--- src/pmi_cfg.svh ---
// Register offsets, field positions, reset values and decode limits
`ifndef PMI_CFG_SVH
`define PMI_CFG_SVH

// ----------------------------------------------------------------
// Register byte addresses
// ----------------------------------------------------------------
`define PMI_OFS_INPUT     8'h00
`define PMI_OFS_OUTPUT    8'h04
`define PMI_OFS_DIRECTION 8'h08
`define PMI_OFS_FLAG      8'h0c
`define PMI_OFS_EDGE      8'h10
`define PMI_OFS_ENABLE    8'h14
`define PMI_OFS_SELECT    8'h18
`define PMI_OFS_CTRL      8'h1c

// ----------------------------------------------------------------
// Control register fields
// ----------------------------------------------------------------
`define PMI_LCD_FIELD_LSB 0
`define PMI_LCD_FIELD_MSB 3
`define PMI_SUP_LEVEL_LSB 4
`define PMI_SUP_LEVEL_MSB 7

// ----------------------------------------------------------------
// Reset values and decode limits
// ----------------------------------------------------------------
`define PMI_RST_BYTE       8'h00
`define PMI_LCD_PORT_LIMIT 4'h4
`define PMI_SUP_EXT_CODE   4'hf
`define PMI_PAD_MASK       8'h3f
`define PMI_PAD_PINS       6

`endif

--- src/pmi_pkg.sv ---
// Types shared by the port, its flag logic and their interface
package pmi_pkg;

	typedef logic [7:0] pmi_byte_t;

	typedef enum logic [1:0] {
		PMI_MODE_PORT   = 2'b00,
		PMI_MODE_MODULE = 2'b01,
		PMI_MODE_LCD    = 2'b10,
		PMI_MODE_OFF    = 2'b11
	} pmi_pin_mode_e;

endpackage

--- src/pmi_flag_if.sv ---
// Carrier between the port top and its edge flag logic
interface pmi_flag_if
	import pmi_pkg::*;
(
	input wire logic pclk,
	input wire logic presetn
);
	pmi_byte_t level;
	pmi_byte_t edge_sel;
	pmi_byte_t wr_data;
	logic      wr_en;
	pmi_byte_t flag;

	modport ctrl  (output level, edge_sel, wr_data, wr_en, input flag);
	modport flags (input pclk, presetn, level, edge_sel, wr_data, wr_en,
		output flag);
endinterface

--- src/pmi_sync.sv ---
// Two flip-flop synchroniser for pad inputs
module pmi_sync
	import pmi_pkg::*;
#(
	parameter int W = 6
) (
	input  wire logic         pclk,
	input  wire logic         presetn,
	input  wire logic [W-1:0] d,
	output logic      [W-1:0] q
);
	logic [W-1:0] stage1;

	// Stage one feeds only stage two
	always_ff @(posedge pclk or negedge presetn) begin
		if (!presetn) begin
			stage1 <= '0;
			q      <= '0;
		end else begin
			stage1 <= d;
			q      <= stage1;
		end
	end
endmodule

--- src/pmi_edge_flags.sv ---
// Edge detection for the six pad bits and sticky interrupt flags for all eight bits
`include "pmi_cfg.svh"
module pmi_edge_flags
	import pmi_pkg::*;
(
	pmi_flag_if.flags fi
);
	pmi_byte_t prev;
	logic      primed;
	pmi_byte_t rise;
	pmi_byte_t fall;
	pmi_byte_t hit;

	// ----------------------------------------------------------------
	// Edge selection
	// ----------------------------------------------------------------
	assign rise = fi.level & ~prev;
	assign fall = ~fi.level & prev;
	// Bits without pads never see an edge; software alone moves them
	assign hit  = primed ? (((rise & ~fi.edge_sel) | (fall & fi.edge_sel))
		& `PMI_PAD_MASK) : `PMI_RST_BYTE;

	// ----------------------------------------------------------------
	// Flags
	// ----------------------------------------------------------------
	// First cycle after reset only loads prev, but pad_sync also resets low,
	// so a pin already high at release still fakes a rising edge once it passes the synchroniser
	always_ff @(posedge fi.pclk or negedge fi.presetn) begin
		if (!fi.presetn) begin
			prev   <= `PMI_RST_BYTE;
			primed <= 1'b0;
		end else begin
			prev   <= fi.level;
			primed <= 1'b1;
		end
	end

	// An edge in the clearing cycle still sets its flag
	always_ff @(posedge fi.pclk or negedge fi.presetn) begin
		if (!fi.presetn)
			fi.flag <= `PMI_RST_BYTE;
		else if (fi.wr_en)
			fi.flag <= fi.wr_data | hit;
		else
			fi.flag <= fi.flag | hit;
	end
endmodule

--- src/pmi_port.sv ---
// Eight-bit port with pin function mux, LCD share and edge interrupts
//
// Function
// - Pins 0 and 1 are port pins only while port/LCD select is 0.
// - LCD select is 1 when LCD field >= 04h; pin0 segment b, pin1 a.
// - Pin0 select: timer ch2 output out, input to capture A, own dir.
// - Pin1 select: serial unit drives direction and clock, gets clock.
// - Pin 3 port and input path active only without disable.
// - Pin3 input disabled when supervisor level is 1111b; pins 0 and 1 while in LCD mode.
// - Pin2 select: forced input, feeds slave transmit enable, out low.
// - Pin3 select: drives low, direction from its bit, input unused.
// - Pin4 select: forced output carrying async transmit data.
// - Pin5 select: forced input feeding async receive data, out low.
// - Flag set on selected edge; request when flag and enable set.
// - Bits 6 and 7 have full registers, no pins, software flags.
`include "pmi_cfg.svh"
module pmi_port
	import pmi_pkg::*;
(
	input  wire logic        pclk,
	input  wire logic        presetn,
	input  wire logic        psel,
	input  wire logic        penable,
	input  wire logic        pwrite,
	input  wire logic [7:0]  paddr,
	input  wire logic [31:0] pwdata,
	input  wire logic [3:0]  pstrb,
	output logic      [31:0] prdata,
	output logic             pready,
	output logic             pslverr,
	input  wire logic [5:0]  pad_in,
	output logic      [5:0]  pad_out,
	output logic      [5:0]  pad_oe_n,
	input  wire logic        timer_ch2_output,
	output logic             capture_input_ch2_a,
	input  wire logic        serial_clock_from_unit,
	input  wire logic        serial_clock_dir_ctrl,
	output logic             serial_clock_to_unit,
	output logic             slave_transmit_enable,
	input  wire logic        async_transmit_data,
	output logic             async_receive_data,
	input  wire logic        lcd_segment_a,
	input  wire logic        lcd_segment_b,
	output logic             supervisor_ext_input,
	output logic             port_irq_request
);

	// ----------------------------------------------------------------
	// Declarations
	// ----------------------------------------------------------------
	pmi_byte_t     pin_function_select;
	pmi_byte_t     pin_direction;
	pmi_byte_t     pin_output_value;
	pmi_byte_t     pin_irq_enable;
	pmi_byte_t     pin_edge_select;
	pmi_byte_t     lcd_control_byte;
	pmi_byte_t     pin_input_value;
	logic [3:0]    lcd_port_control_field;
	logic [3:0]    supervisor_level_select;
	logic [5:0]    pad_sync;
	logic          lcd_mode;
	logic          input_buffer_disable;
	pmi_pin_mode_e mode [0:5];
	logic [5:0]    in_on;
	logic [5:0]    drive_en;
	logic [5:0]    drive_val;
	logic [5:0]    next_pad_out;
	logic [5:0]    next_pad_oe_n;
	logic [7:0]    word_addr;
	logic          setup_phase;
	logic          access_phase;
	logic          hit_input;
	logic          hit_output;
	logic          hit_dir;
	logic          hit_flag;
	logic          hit_edge;
	logic          hit_enable;
	logic          hit_select;
	logic          hit_ctrl;
	logic          mapped;
	logic          wr_ok;
	pmi_byte_t     rd_byte;
	logic [31:0]   next_prdata;

	pmi_flag_if flag_bus (
		.pclk    (pclk),
		.presetn (presetn)
	);

	// ----------------------------------------------------------------
	// Pin mode decode
	// ----------------------------------------------------------------
	// Disable outranks LCD, which outranks the module function
	function automatic pmi_pin_mode_e pin_mode(
		input logic sel,
		input logic lcd,
		input logic off
	);
		if (off)
			return PMI_MODE_OFF;
		else if (lcd)
			return PMI_MODE_LCD;
		else if (sel)
			return PMI_MODE_MODULE;
		else
			return PMI_MODE_PORT;
	endfunction

	assign lcd_port_control_field  = lcd_control_byte[`PMI_LCD_FIELD_MSB:
		`PMI_LCD_FIELD_LSB];
	assign supervisor_level_select = lcd_control_byte[`PMI_SUP_LEVEL_MSB:
		`PMI_SUP_LEVEL_LSB];
	assign lcd_mode = (lcd_port_control_field >= `PMI_LCD_PORT_LIMIT);
	assign input_buffer_disable =
		(supervisor_level_select == `PMI_SUP_EXT_CODE);

	assign mode[0] = pin_mode(pin_function_select[0], lcd_mode, 1'b0);
	assign mode[1] = pin_mode(pin_function_select[1], lcd_mode, 1'b0);
	// Pins 2, 4 and 5 never have their input buffer disabled
	assign mode[2] = pin_mode(pin_function_select[2], 1'b0, 1'b0);
	assign mode[3] = pin_mode(pin_function_select[3], 1'b0,
		input_buffer_disable);
	assign mode[4] = pin_mode(pin_function_select[4], 1'b0, 1'b0);
	assign mode[5] = pin_mode(pin_function_select[5], 1'b0, 1'b0);

	// ----------------------------------------------------------------
	// Pin output and direction selection
	// ----------------------------------------------------------------
	assign drive_en[0]  = (mode[0] == PMI_MODE_LCD) ? 1'b1
		: pin_direction[0];
	assign drive_val[0] = (mode[0] == PMI_MODE_LCD) ? lcd_segment_b
		: (mode[0] == PMI_MODE_MODULE) ? timer_ch2_output
		: pin_output_value[0];

	assign drive_en[1]  = (mode[1] == PMI_MODE_LCD) ? 1'b1
		: (mode[1] == PMI_MODE_MODULE) ? serial_clock_dir_ctrl
		: pin_direction[1];
	assign drive_val[1] = (mode[1] == PMI_MODE_LCD) ? lcd_segment_a
		: (mode[1] == PMI_MODE_MODULE) ? serial_clock_from_unit
		: pin_output_value[1];

	assign drive_en[2]  = (mode[2] == PMI_MODE_MODULE) ? 1'b0
		: pin_direction[2];
	assign drive_val[2] = (mode[2] == PMI_MODE_MODULE) ? 1'b0
		: pin_output_value[2];

	// A disabled pin 3 is handed to the supervisor, so it is never driven
	assign drive_en[3]  = (mode[3] == PMI_MODE_OFF) ? 1'b0
		: pin_direction[3];
	assign drive_val[3] = (mode[3] == PMI_MODE_PORT) ? pin_output_value[3]
		: 1'b0;

	assign drive_en[4]  = (mode[4] == PMI_MODE_MODULE) ? 1'b1
		: pin_direction[4];
	assign drive_val[4] = (mode[4] == PMI_MODE_MODULE) ? async_transmit_data
		: pin_output_value[4];

	assign drive_en[5]  = (mode[5] == PMI_MODE_MODULE) ? 1'b0
		: pin_direction[5];
	assign drive_val[5] = (mode[5] == PMI_MODE_MODULE) ? 1'b0
		: pin_output_value[5];

	assign next_pad_out  = drive_val & drive_en;
	assign next_pad_oe_n = ~drive_en;

	// Registered pads cost one cycle of latency on module signals too
	always_ff @(posedge pclk or negedge presetn) begin
		if (!presetn) begin
			pad_out  <= '0;
			pad_oe_n <= '1;
		end else begin
			pad_out  <= next_pad_out;
			pad_oe_n <= next_pad_oe_n;
		end
	end

	// ----------------------------------------------------------------
	// Pin input path
	// ----------------------------------------------------------------
	pmi_sync #(
		.W (`PMI_PAD_PINS)
	) u_sync (
		.pclk    (pclk),
		.presetn (presetn),
		.d       (pad_in),
		.q       (pad_sync)
	);

	assign in_on[0] = (mode[0] != PMI_MODE_LCD);
	assign in_on[1] = (mode[1] != PMI_MODE_LCD);
	assign in_on[2] = 1'b1;
	assign in_on[3] = (mode[3] != PMI_MODE_OFF);
	assign in_on[4] = 1'b1;
	assign in_on[5] = 1'b1;

	// Pins without pads read as zero
	assign pin_input_value = {2'b00, pad_sync & in_on};

	assign capture_input_ch2_a   = (mode[0] == PMI_MODE_MODULE)
		& pad_sync[0];
	assign serial_clock_to_unit  = (mode[1] == PMI_MODE_MODULE)
		& pad_sync[1];
	assign slave_transmit_enable = (mode[2] == PMI_MODE_MODULE)
		& pad_sync[2];
	assign async_receive_data    = (mode[5] == PMI_MODE_MODULE)
		& pad_sync[5];
	assign supervisor_ext_input  = input_buffer_disable;

	// ----------------------------------------------------------------
	// Interrupt flags
	// ----------------------------------------------------------------
	assign flag_bus.level    = pin_input_value;
	assign flag_bus.edge_sel = pin_edge_select;
	assign flag_bus.wr_data  = pwdata[7:0];
	assign flag_bus.wr_en    = wr_ok & hit_flag;

	pmi_edge_flags u_flags (
		.fi (flag_bus)
	);

	assign port_irq_request = |(flag_bus.flag & pin_irq_enable);

	// ----------------------------------------------------------------
	// APB slave
	// ----------------------------------------------------------------
	assign word_addr    = {paddr[7:2], 2'b00};
	assign setup_phase  = psel & ~penable;
	assign access_phase = psel & penable;
	assign hit_input    = (word_addr == `PMI_OFS_INPUT);
	assign hit_output   = (word_addr == `PMI_OFS_OUTPUT);
	assign hit_dir      = (word_addr == `PMI_OFS_DIRECTION);
	assign hit_flag     = (word_addr == `PMI_OFS_FLAG);
	assign hit_edge     = (word_addr == `PMI_OFS_EDGE);
	assign hit_enable   = (word_addr == `PMI_OFS_ENABLE);
	assign hit_select   = (word_addr == `PMI_OFS_SELECT);
	assign hit_ctrl     = (word_addr == `PMI_OFS_CTRL);
	assign mapped       = hit_input | hit_output | hit_dir | hit_flag
		| hit_edge | hit_enable | hit_select | hit_ctrl;
	// Only lane 0 holds data; writes with lane 0 off change nothing
	assign wr_ok        = access_phase & pwrite & mapped & pstrb[0];

	// Zero wait states; unmapped addresses answer with an error
	assign pready  = 1'b1;
	assign pslverr = access_phase & ~mapped;

	assign rd_byte = hit_input  ? pin_input_value
		: hit_output ? pin_output_value
		: hit_dir    ? pin_direction
		: hit_flag   ? flag_bus.flag
		: hit_edge   ? pin_edge_select
		: hit_enable ? pin_irq_enable
		: hit_select ? pin_function_select
		: hit_ctrl   ? lcd_control_byte
		: `PMI_RST_BYTE;
	assign next_prdata = {24'h000000, rd_byte};

	// Read data is captured in the setup cycle and held through access
	always_ff @(posedge pclk or negedge presetn) begin
		if (!presetn)
			prdata <= '0;
		else if (setup_phase && !pwrite)
			prdata <= next_prdata;
	end

	// ----------------------------------------------------------------
	// Control registers
	// ----------------------------------------------------------------
	always_ff @(posedge pclk or negedge presetn) begin
		if (!presetn) begin
			pin_function_select <= `PMI_RST_BYTE;
			pin_direction       <= `PMI_RST_BYTE;
			pin_output_value    <= `PMI_RST_BYTE;
			pin_irq_enable      <= `PMI_RST_BYTE;
			pin_edge_select     <= `PMI_RST_BYTE;
			lcd_control_byte    <= `PMI_RST_BYTE;
		end else if (wr_ok) begin
			if (hit_select)
				pin_function_select <= pwdata[7:0];
			if (hit_dir)
				pin_direction <= pwdata[7:0];
			if (hit_output)
				pin_output_value <= pwdata[7:0];
			if (hit_enable)
				pin_irq_enable <= pwdata[7:0];
			if (hit_edge)
				pin_edge_select <= pwdata[7:0];
			if (hit_ctrl)
				lcd_control_byte <= pwdata[7:0];
		end
	end

endmodule

--- config.mk ---
export PLATFORM = sky130hd
export DESIGN_NAME = pmi_port
export DESIGN_NICKNAME = d
export VERILOG_FILES = /design/src/pmi_pkg.sv /design/src/pmi_flag_if.sv /design/src/pmi_sync.sv /design/src/pmi_edge_flags.sv /design/src/pmi_port.sv
export VERILOG_INCLUDE_DIRS = /design/src /design/src/src
export SDC_FILE = /design/constraint.sdc
export NUM_CORES = 1
export LEC_CHECK = 0
export ABC_AREA = 1
export BUFFER_PORTS_ARGS = -buffer_cell sky130_fd_sc_hd__buf_2
export CAP_MARGIN = 20
export CELL_PAD_IN_SITES_DETAIL_PLACEMENT = 1
export CELL_PAD_IN_SITES_GLOBAL_PLACEMENT = 2
export CORE_MARGIN = 4
export CORE_UTILIZATION = 33
export DETAILED_ROUTE_END_ITERATION = 10
export GPL_TIMING_DRIVEN = 0
export PLACE_DENSITY_LB_ADDON = 0.05
export RECOVER_POWER = 100
export SETUP_SLACK_MARGIN = 0.15
export SKIP_CTS_REPAIR_TIMING = 1
export SYNTH_ARGS = -nofsm -noshare
export SYNTH_HDL_FRONTEND = slang
export SYNTH_SLANG_ARGS = --single-unit
--- constraint.sdc ---
create_clock -name pclk -period 1.9 [get_ports pclk]
set_input_delay 0.095 -clock pclk [delete_from_list [all_inputs] [get_ports pclk]]
set_output_delay 0.095 -clock pclk [all_outputs]
set_load 0.01 [all_outputs]
==> results of run 1 <==
## power breakdown
group | internal [mW] | total (mW) | switching [mW] | leakage, nW
logic | 0.111 | 0.299 | 0.188 | 1.17
clock network | 1.12 | 1.89 | 0.769 | 0.156
registers | 2.06 | 2.09 | 0.0226 | 1.22
## placed cells by master (no fill, tap or decap), types with 3 or more instances in the layout
cell | netlist | final
clkbuf_2 | 0 | 5
a21oi_1 | 29 | 29
clkbuf_8 | 0 | 3
nand2_1 | 142 | 143
nor2_4 | 3 | 3
or2_2 | 3 | 3
dlygate4sd3_1 | 0 | 9
o221ai_1 | 6 | 6
nand3_1 | 9 | 9
nor3_1 | 5 | 4
dfrtp_1 | 89 | 89
inv_1 | 52 | 52
o21ai_0 | 57 | 57
clkbuf_16 | 0 | 9
clkbuf_1 | 3 | 34
nor2_1 | 38 | 39
buf_2 | 7 | 30
conb_1 | 2 | 26
nand4_1 | 10 | 10
dfstp_2 | 6 | 6
nor2_2 | 5 | 4
buf_4 | 25 | 25
## cell families after synthesis
group | count (synthesis) | synth area share [%]
compound gates | 98 | 12.4
buf+inv | 87 | 10.0
other cells | 2 | 0.176
flops | 95 | 55.7
simple gates | 219 | 21.7
## cell type report
cell class	instances	share of cell area (%)
plain buffers	35	4.41
well taps	172	4.10
clock inverters	3	0.763
inverters	52	3.72
multi-input cells	343	29.6
repair buffers	68	6.79
clock buffers	13	5.15
flip-flops and latches	95	45.4
## sequential cells by signal, indices dropped and copies added (netlist names)
signal,count
flag_bus.edge_sel,8
lcd_control_byte,8
pad_oe_n,6
pad_out,6
pin_direction,8
pin_function_select,8
pin_irq_enable,8
pin_output_value,8
prdata,8
u_flags.fi.flag,8
u_flags.prev,6
u_flags.primed,1
u_sync.q,6
u_sync.stage1,6
## critical path, cell delays in order
cell and delay, ps:
clkbuf_1 100, nor2_2 210, nand2_2 140, nor2_2 340, nand2_1 340, clkbuf_1 380, o21ai_0 280
## through the flow
stage	instance area, µm²	setup WS (ps)
after detailed placement	4900	-173
after global routing	5250	107
after CTS	5220	187
final	5250	255
after global placement	4870	-272
after floorplan	4370	691
## final timing paths
path	slack, ps	end
max	260	pin_function_select[4]
max in group asynchronous	460	pin_direction[6]
min reg2reg	350	u_sync.q[3]
min	-30	pad_out[0]
max reg2reg	600	pad_out[1]
min in group asynchronous	380	pad_out[0]
## routing by layer
| layer | up-vias | wire length (µm) | GRT usage [%] |
|---|---|---|---|
| li1 | 1768 | - | - |
| met1 | 1772 | 6180 | 25.0 |
| met2 | 57 | 6660 | 33.9 |
| met3 | 10 | 432 | 4.60 |
| met4 | 0 | 114 | 3.85 |
| met5 | - | 0 | 0 |
==> flow_metrics.py, run 1 <==
metrics = {
    "outcome": {
        "status": "finished with violations",
        "violations": "hold timing",
    },
    "placed_design": {
        "finalWeightedCongestion": 0.816,
        "hpwl_um": 9770,
        "numPortBuffers": 58,
        "placedCellCount": 756,
    },
    "timing": {
        "worstMarginPinSlew_ps": 824,
        "rsz0062_at_grt": "no",
        "timing.hold.ws_ps": -31.3,
        "finalCritPeriodShare_pct": 86.6,
        "fin_tns_setup_ps": 0,
        "clock_skew_ps": 6.91,
        "hold_viol_final": 1,
        "max_slew_margin_pct": 45.1,
        "finalCriticalPeriod_ps": 1640,
        "finalSetupViolCount": 0,
        "max_freq_mhz": 608,
        "slew_violations": 0,
    },
    "floorplanning": {
        "core-area_um2": 12700,
        "die_w_um": 122,
        "die_y_um": 122,
        "io-pin-count": 113,
        "initial_core_util_pct": 33.8,
        "fp-row-count": 41,
        "dieArea_um2": 14900,
    },
    "grt": {
        "antenna_found_initial": 0,
        "grt_pass1_wl_um": 21500,
        "first_global_vias": 3894,
        "grt_max_degree": 65,
        "overflow": 0,
        "grt_usage_pct": 19.5,
    },
    "hold_path": {
        "hold_path_depth": 3,
        "min_from": "lcd_segment_b",
        "hp-class": "in2reg",
    },
    "synth": {
        "yosysWarnings": 0,
        "synth-edff-count": 0,
        "synth_common_cells": "nand2_1 (142), dfrtp_1 (89), o21ai_0 (57)",
        "synth_largest_area_cell": "dfrtp_1",
        "ys_types": 24,
        "synth_area_leaders": "dfrtp_1 (52%), nand2_1 (12%), o21ai_0 (6.7%)",
        "synth_flop_cell": "dfrtp_1",
        "syn_area_per_cell_um2": 8.54,
        "synth.most_common_cell": "nand2_1",
        "synth-seq-cells": 95,
        "syn-cell-area_um2": 4280,
        "postSynthCellCount": 501,
        "ys_seq_area_share_pct": 55.7,
        "async_reset_ff_share_pct": 100,
        "synth_top_area_share_pct": 52.0,
    },
    "cells_and_area": {
        "stdcell_count": 781,
        "final_core_util_pct": 41.4,
        "antennaDiodeCount": 0,
        "nets": 665,
        "drive_above_1_share_pct": 15.8,
        "area_growth_pct": 22.7,
        "multi_input_area_um2": 1560,
        "fillers": 1569,
        "regArea_um2": 2380,
    },
    "clock_tree": {
        "clockBufferDepth": 2,
        "ctsRootBufferMaster": "clkbuf_16",
        "cts_made_buffers": 9,
        "cts.sinks": 95,
        "clk_latency_ps": 350,
        "htreeDepth": 3,
        "cts.clk_slew.worst_paths_ps": 70,
        "cts_tree": "built",
    },
    "critical_path": {
        "path_max_fanout": 10,
        "ff2ff_path_depth": 4,
        "reg2reg_from": "lcd_control_byte[2]",
        "crit_required_ps": 2160,
        "cp-end-kind": "flip-flop",
        "crit_type": "in2reg",
        "cp-start-kind": "input pin",
        "crit_start": "paddr[7]",
        "arrival_ps": 1900,
    },
    "drt": {
        "via_per_inst": 4.62,
        "drt_first_pass_iters": 4,
        "drc": 0,
        "wl_per_cell_um": 17.1,
        "ant_nets": 0,
        "vias": 3607,
        "dr.first_iter.drc_count": 186,
        "wirelength_um": 13400,
    },
    "power": {
        "irDropWorstVdd_uv": 449,
        "power_mw": 4.28,
        "cellPowerDensity_nw_per_um2": 815,
        "leakagePower_nw": 2.55,
    },
    "job": {
        "cap_violations": 0,
    },
}
Power figures use the tool's default switching activity.
==> run 2: changes to the inputs <==
Settings changed: CELL_PAD_IN_SITES_DETAIL_PLACEMENT 1 to 0, CELL_PAD_IN_SITES_GLOBAL_PLACEMENT 2 to 1, CORE_UTILIZATION 33 to 42.
==> run 2 against run 1 <==
Net effect: combinational power barely moved; critical path depth increased by 1; the flow now finishes without violations; via count decreased by 0.80%; critical endpoint is now pin_direction[2].
==> flow_metrics.py, run 2 (synthesis results as in run 1) <==
metrics = {
    "critical_path": {
        "arrival_ps": 1970,
        "path_max_fanout": 10,
        "cp_slowest_cell": "nor3_2",
        "crit_chain": "buf_2, inv_1, nand2_1, nor3_2, nand2_1, buf_2, nand2_1, o21ai_0",
        "cp_common_cell": "nand2_1",
        "r2r_slack_ps": 550,
        "crit_required_ps": 2150,
        "crit_type": "in2reg",
        "slowest_delay_ps": 560,
        "cp-end-kind": "flip-flop",
        "cp-start-kind": "input pin",
    },
    "drt": {
        "wl_met3_um": 660,
        "dr.first_iter.drc_count": 228,
        "drt_first_pass_iters": 5,
        "wl_met1_um": 5070,
        "drc": 0,
        "via_per_inst": 4.81,
        "routed-wl-met2_um": 5600,
        "ant_nets": 0,
        "routed.top_layer": "met4",
        "wl_per_cell_um": 15.4,
        "wirelength_um": 11500,
        "vias": 3578,
    },
    "outcome": {
        "status": "finished, final reports clean",
    },
    "floorplanning": {
        "dieArea_um2": 11900,
        "core-area_um2": 9860,
        "io-pin-count": 113,
        "die_w_um": 109,
        "initial_core_util_pct": 43.4,
        "die_y_um": 109,
        "fp-row-count": 36,
    },
    "cells_and_area": {
        "layout_common_cells": "nand2_1 (143), dfrtp_1 (89), o21ai_0 (57)",
        "area_growth_pct": 20.2,
        "layout_commonest_cell": "nand2_1",
        "nets": 667,
        "antennaDiodeCount": 0,
        "drive_above_1_share_pct": 15.9,
    },
    "power": {
        "p_sw_mw": 0.978,
        "seq_power_share_pct": 53.2,
        "leakagePower_nw": 2.51,
        "p_int_mw": 2.94,
        "switching_share_pct": 25.0,
        "p_clk_share_pct": 39.1,
        "irDropWorstVdd_uv": 383,
        "combPwrFrac_pct": 7.7,
        "power_mw": 3.91,
        "cellPowerDensity_nw_per_um2": 761,
    },
    "hold_path": {
        "hp-class": "in2reg",
    },
    "placed_design": {
        "numPortBuffers": 58,
        "hpwl_um": 8330,
        "finalWeightedCongestion": 0.848,
    },
    "timing": {
        "clock_skew_ps": 11.5,
        "slew_violations": 0,
        "hold_viol_final": 0,
        "rsz0062_at_grt": "no",
        "finalSetupViolCount": 0,
        "max_slew_margin_pct": 42.8,
        "finalCriticalPeriod_ps": 1720,
        "finalCritPeriodShare_pct": 90.4,
        "max_freq_mhz": 582,
        "fin_tns_setup_ps": 0,
        "worstMarginPinSlew_ps": 858,
    },
    "clock_tree": {
        "ctsRootBufferMaster": "clkbuf_8",
        "cts.sinks": 95,
        "clk_latency_ps": 370,
        "clockBufferDepth": 2,
        "cts_tree": "built",
        "cts_made_buffers": 9,
        "cts.clk_slew.worst_paths_ps": 90,
        "htreeDepth": 3,
    },
    "grt": {
        "antenna_found_initial": 0,
        "grt_usage_pct": 20.6,
        "grt_pass1_wl_um": 18100,
        "grt_max_degree": 65,
        "overflow": 0,
        "first_global_vias": 3430,
    },
    "job": {
        "cap_violations": 0,
    },
}
## run 2: cell count changes in the layout (fill, tap and decap cells not counted), sizes merged
cell	delta
clkbuf	-8
buf	+4
clkinvlp	+2
dlygate4sd3	+2
inv	+2
bufinv	+1
clkinv	-1
## run 2: metrics by stage
stage / hold slack, ps / setup WS (ps) / utilization (%) / cells / instance area, µm²
after floorplan: -201 / 691 / - / 525 / 4370
after global placement: 203 / -236 / 48.9 / 716 / 4830
after detailed placement: 64.3 / 33.2 / 49.2 / 717 / 4860
after CTS: -342 / 250 / 51.5 / 733 / 5080
after global routing: 46.9 / 115 / 52.2 / 744 / 5140
final: 53.5 / 183 / 52.2 / 744 / 5140
## run 2: critical path: cells and delay by family
family          cells  cell delay [ps]
compound gates      1               70
buf+inv             3              500
simple gates        4             1300
## run 2: path summary, 6_finish.rpt
check,from,cells past startpoint,end
max,paddr[6],8,pin_direction[2]
min,timer_ch2_output,3,pad_out[0]
max reg2reg,lcd_control_byte[2],5,u_flags.fi.flag[1]
min reg2reg,u_sync.stage1[1],0,u_sync.q[1]
max in group asynchronous,presetn,3,pad_oe_n[5]
min in group asynchronous,presetn,2,pad_out[1]
## run 2: layout make-up
| cell class | instances | area, µm² |
|---|---|---|
| clock inverter | 7 | 104 |
| multi-input combinational | 343 | 1550 |
| clock buffer | 9 | 124 |
| buffer | 35 | 229 |
| fill | 991 | 4720 |
| tap | 133 | 166 |
| sequential | 95 | 2380 |
| inverter | 52 | 195 |
| timing repair buffer | 70 | 395 |
## run 2: routing by layer
metal	vias up	global-route usage, %
met5	-	0
met2	106	34.3
met1	1693	27.3
met4	0	4.60
met3	11	4.91
li1	1768	-
## run 2: power groups by stage
| stage | logic, mW | registers, mW | clock network [mW] |
|---|---|---|---|
| after floorplan | 0.149 | 2.12 | 0 |
| after global placement | 0.283 | 2.12 | 0 |
| after detailed placement | 0.292 | 2.12 | 0 |
| after CTS | 0.294 | 2.08 | 1.56 |
| after global routing | 0.344 | 2.09 | 1.66 |
| final | 0.301 | 2.08 | 1.53 |
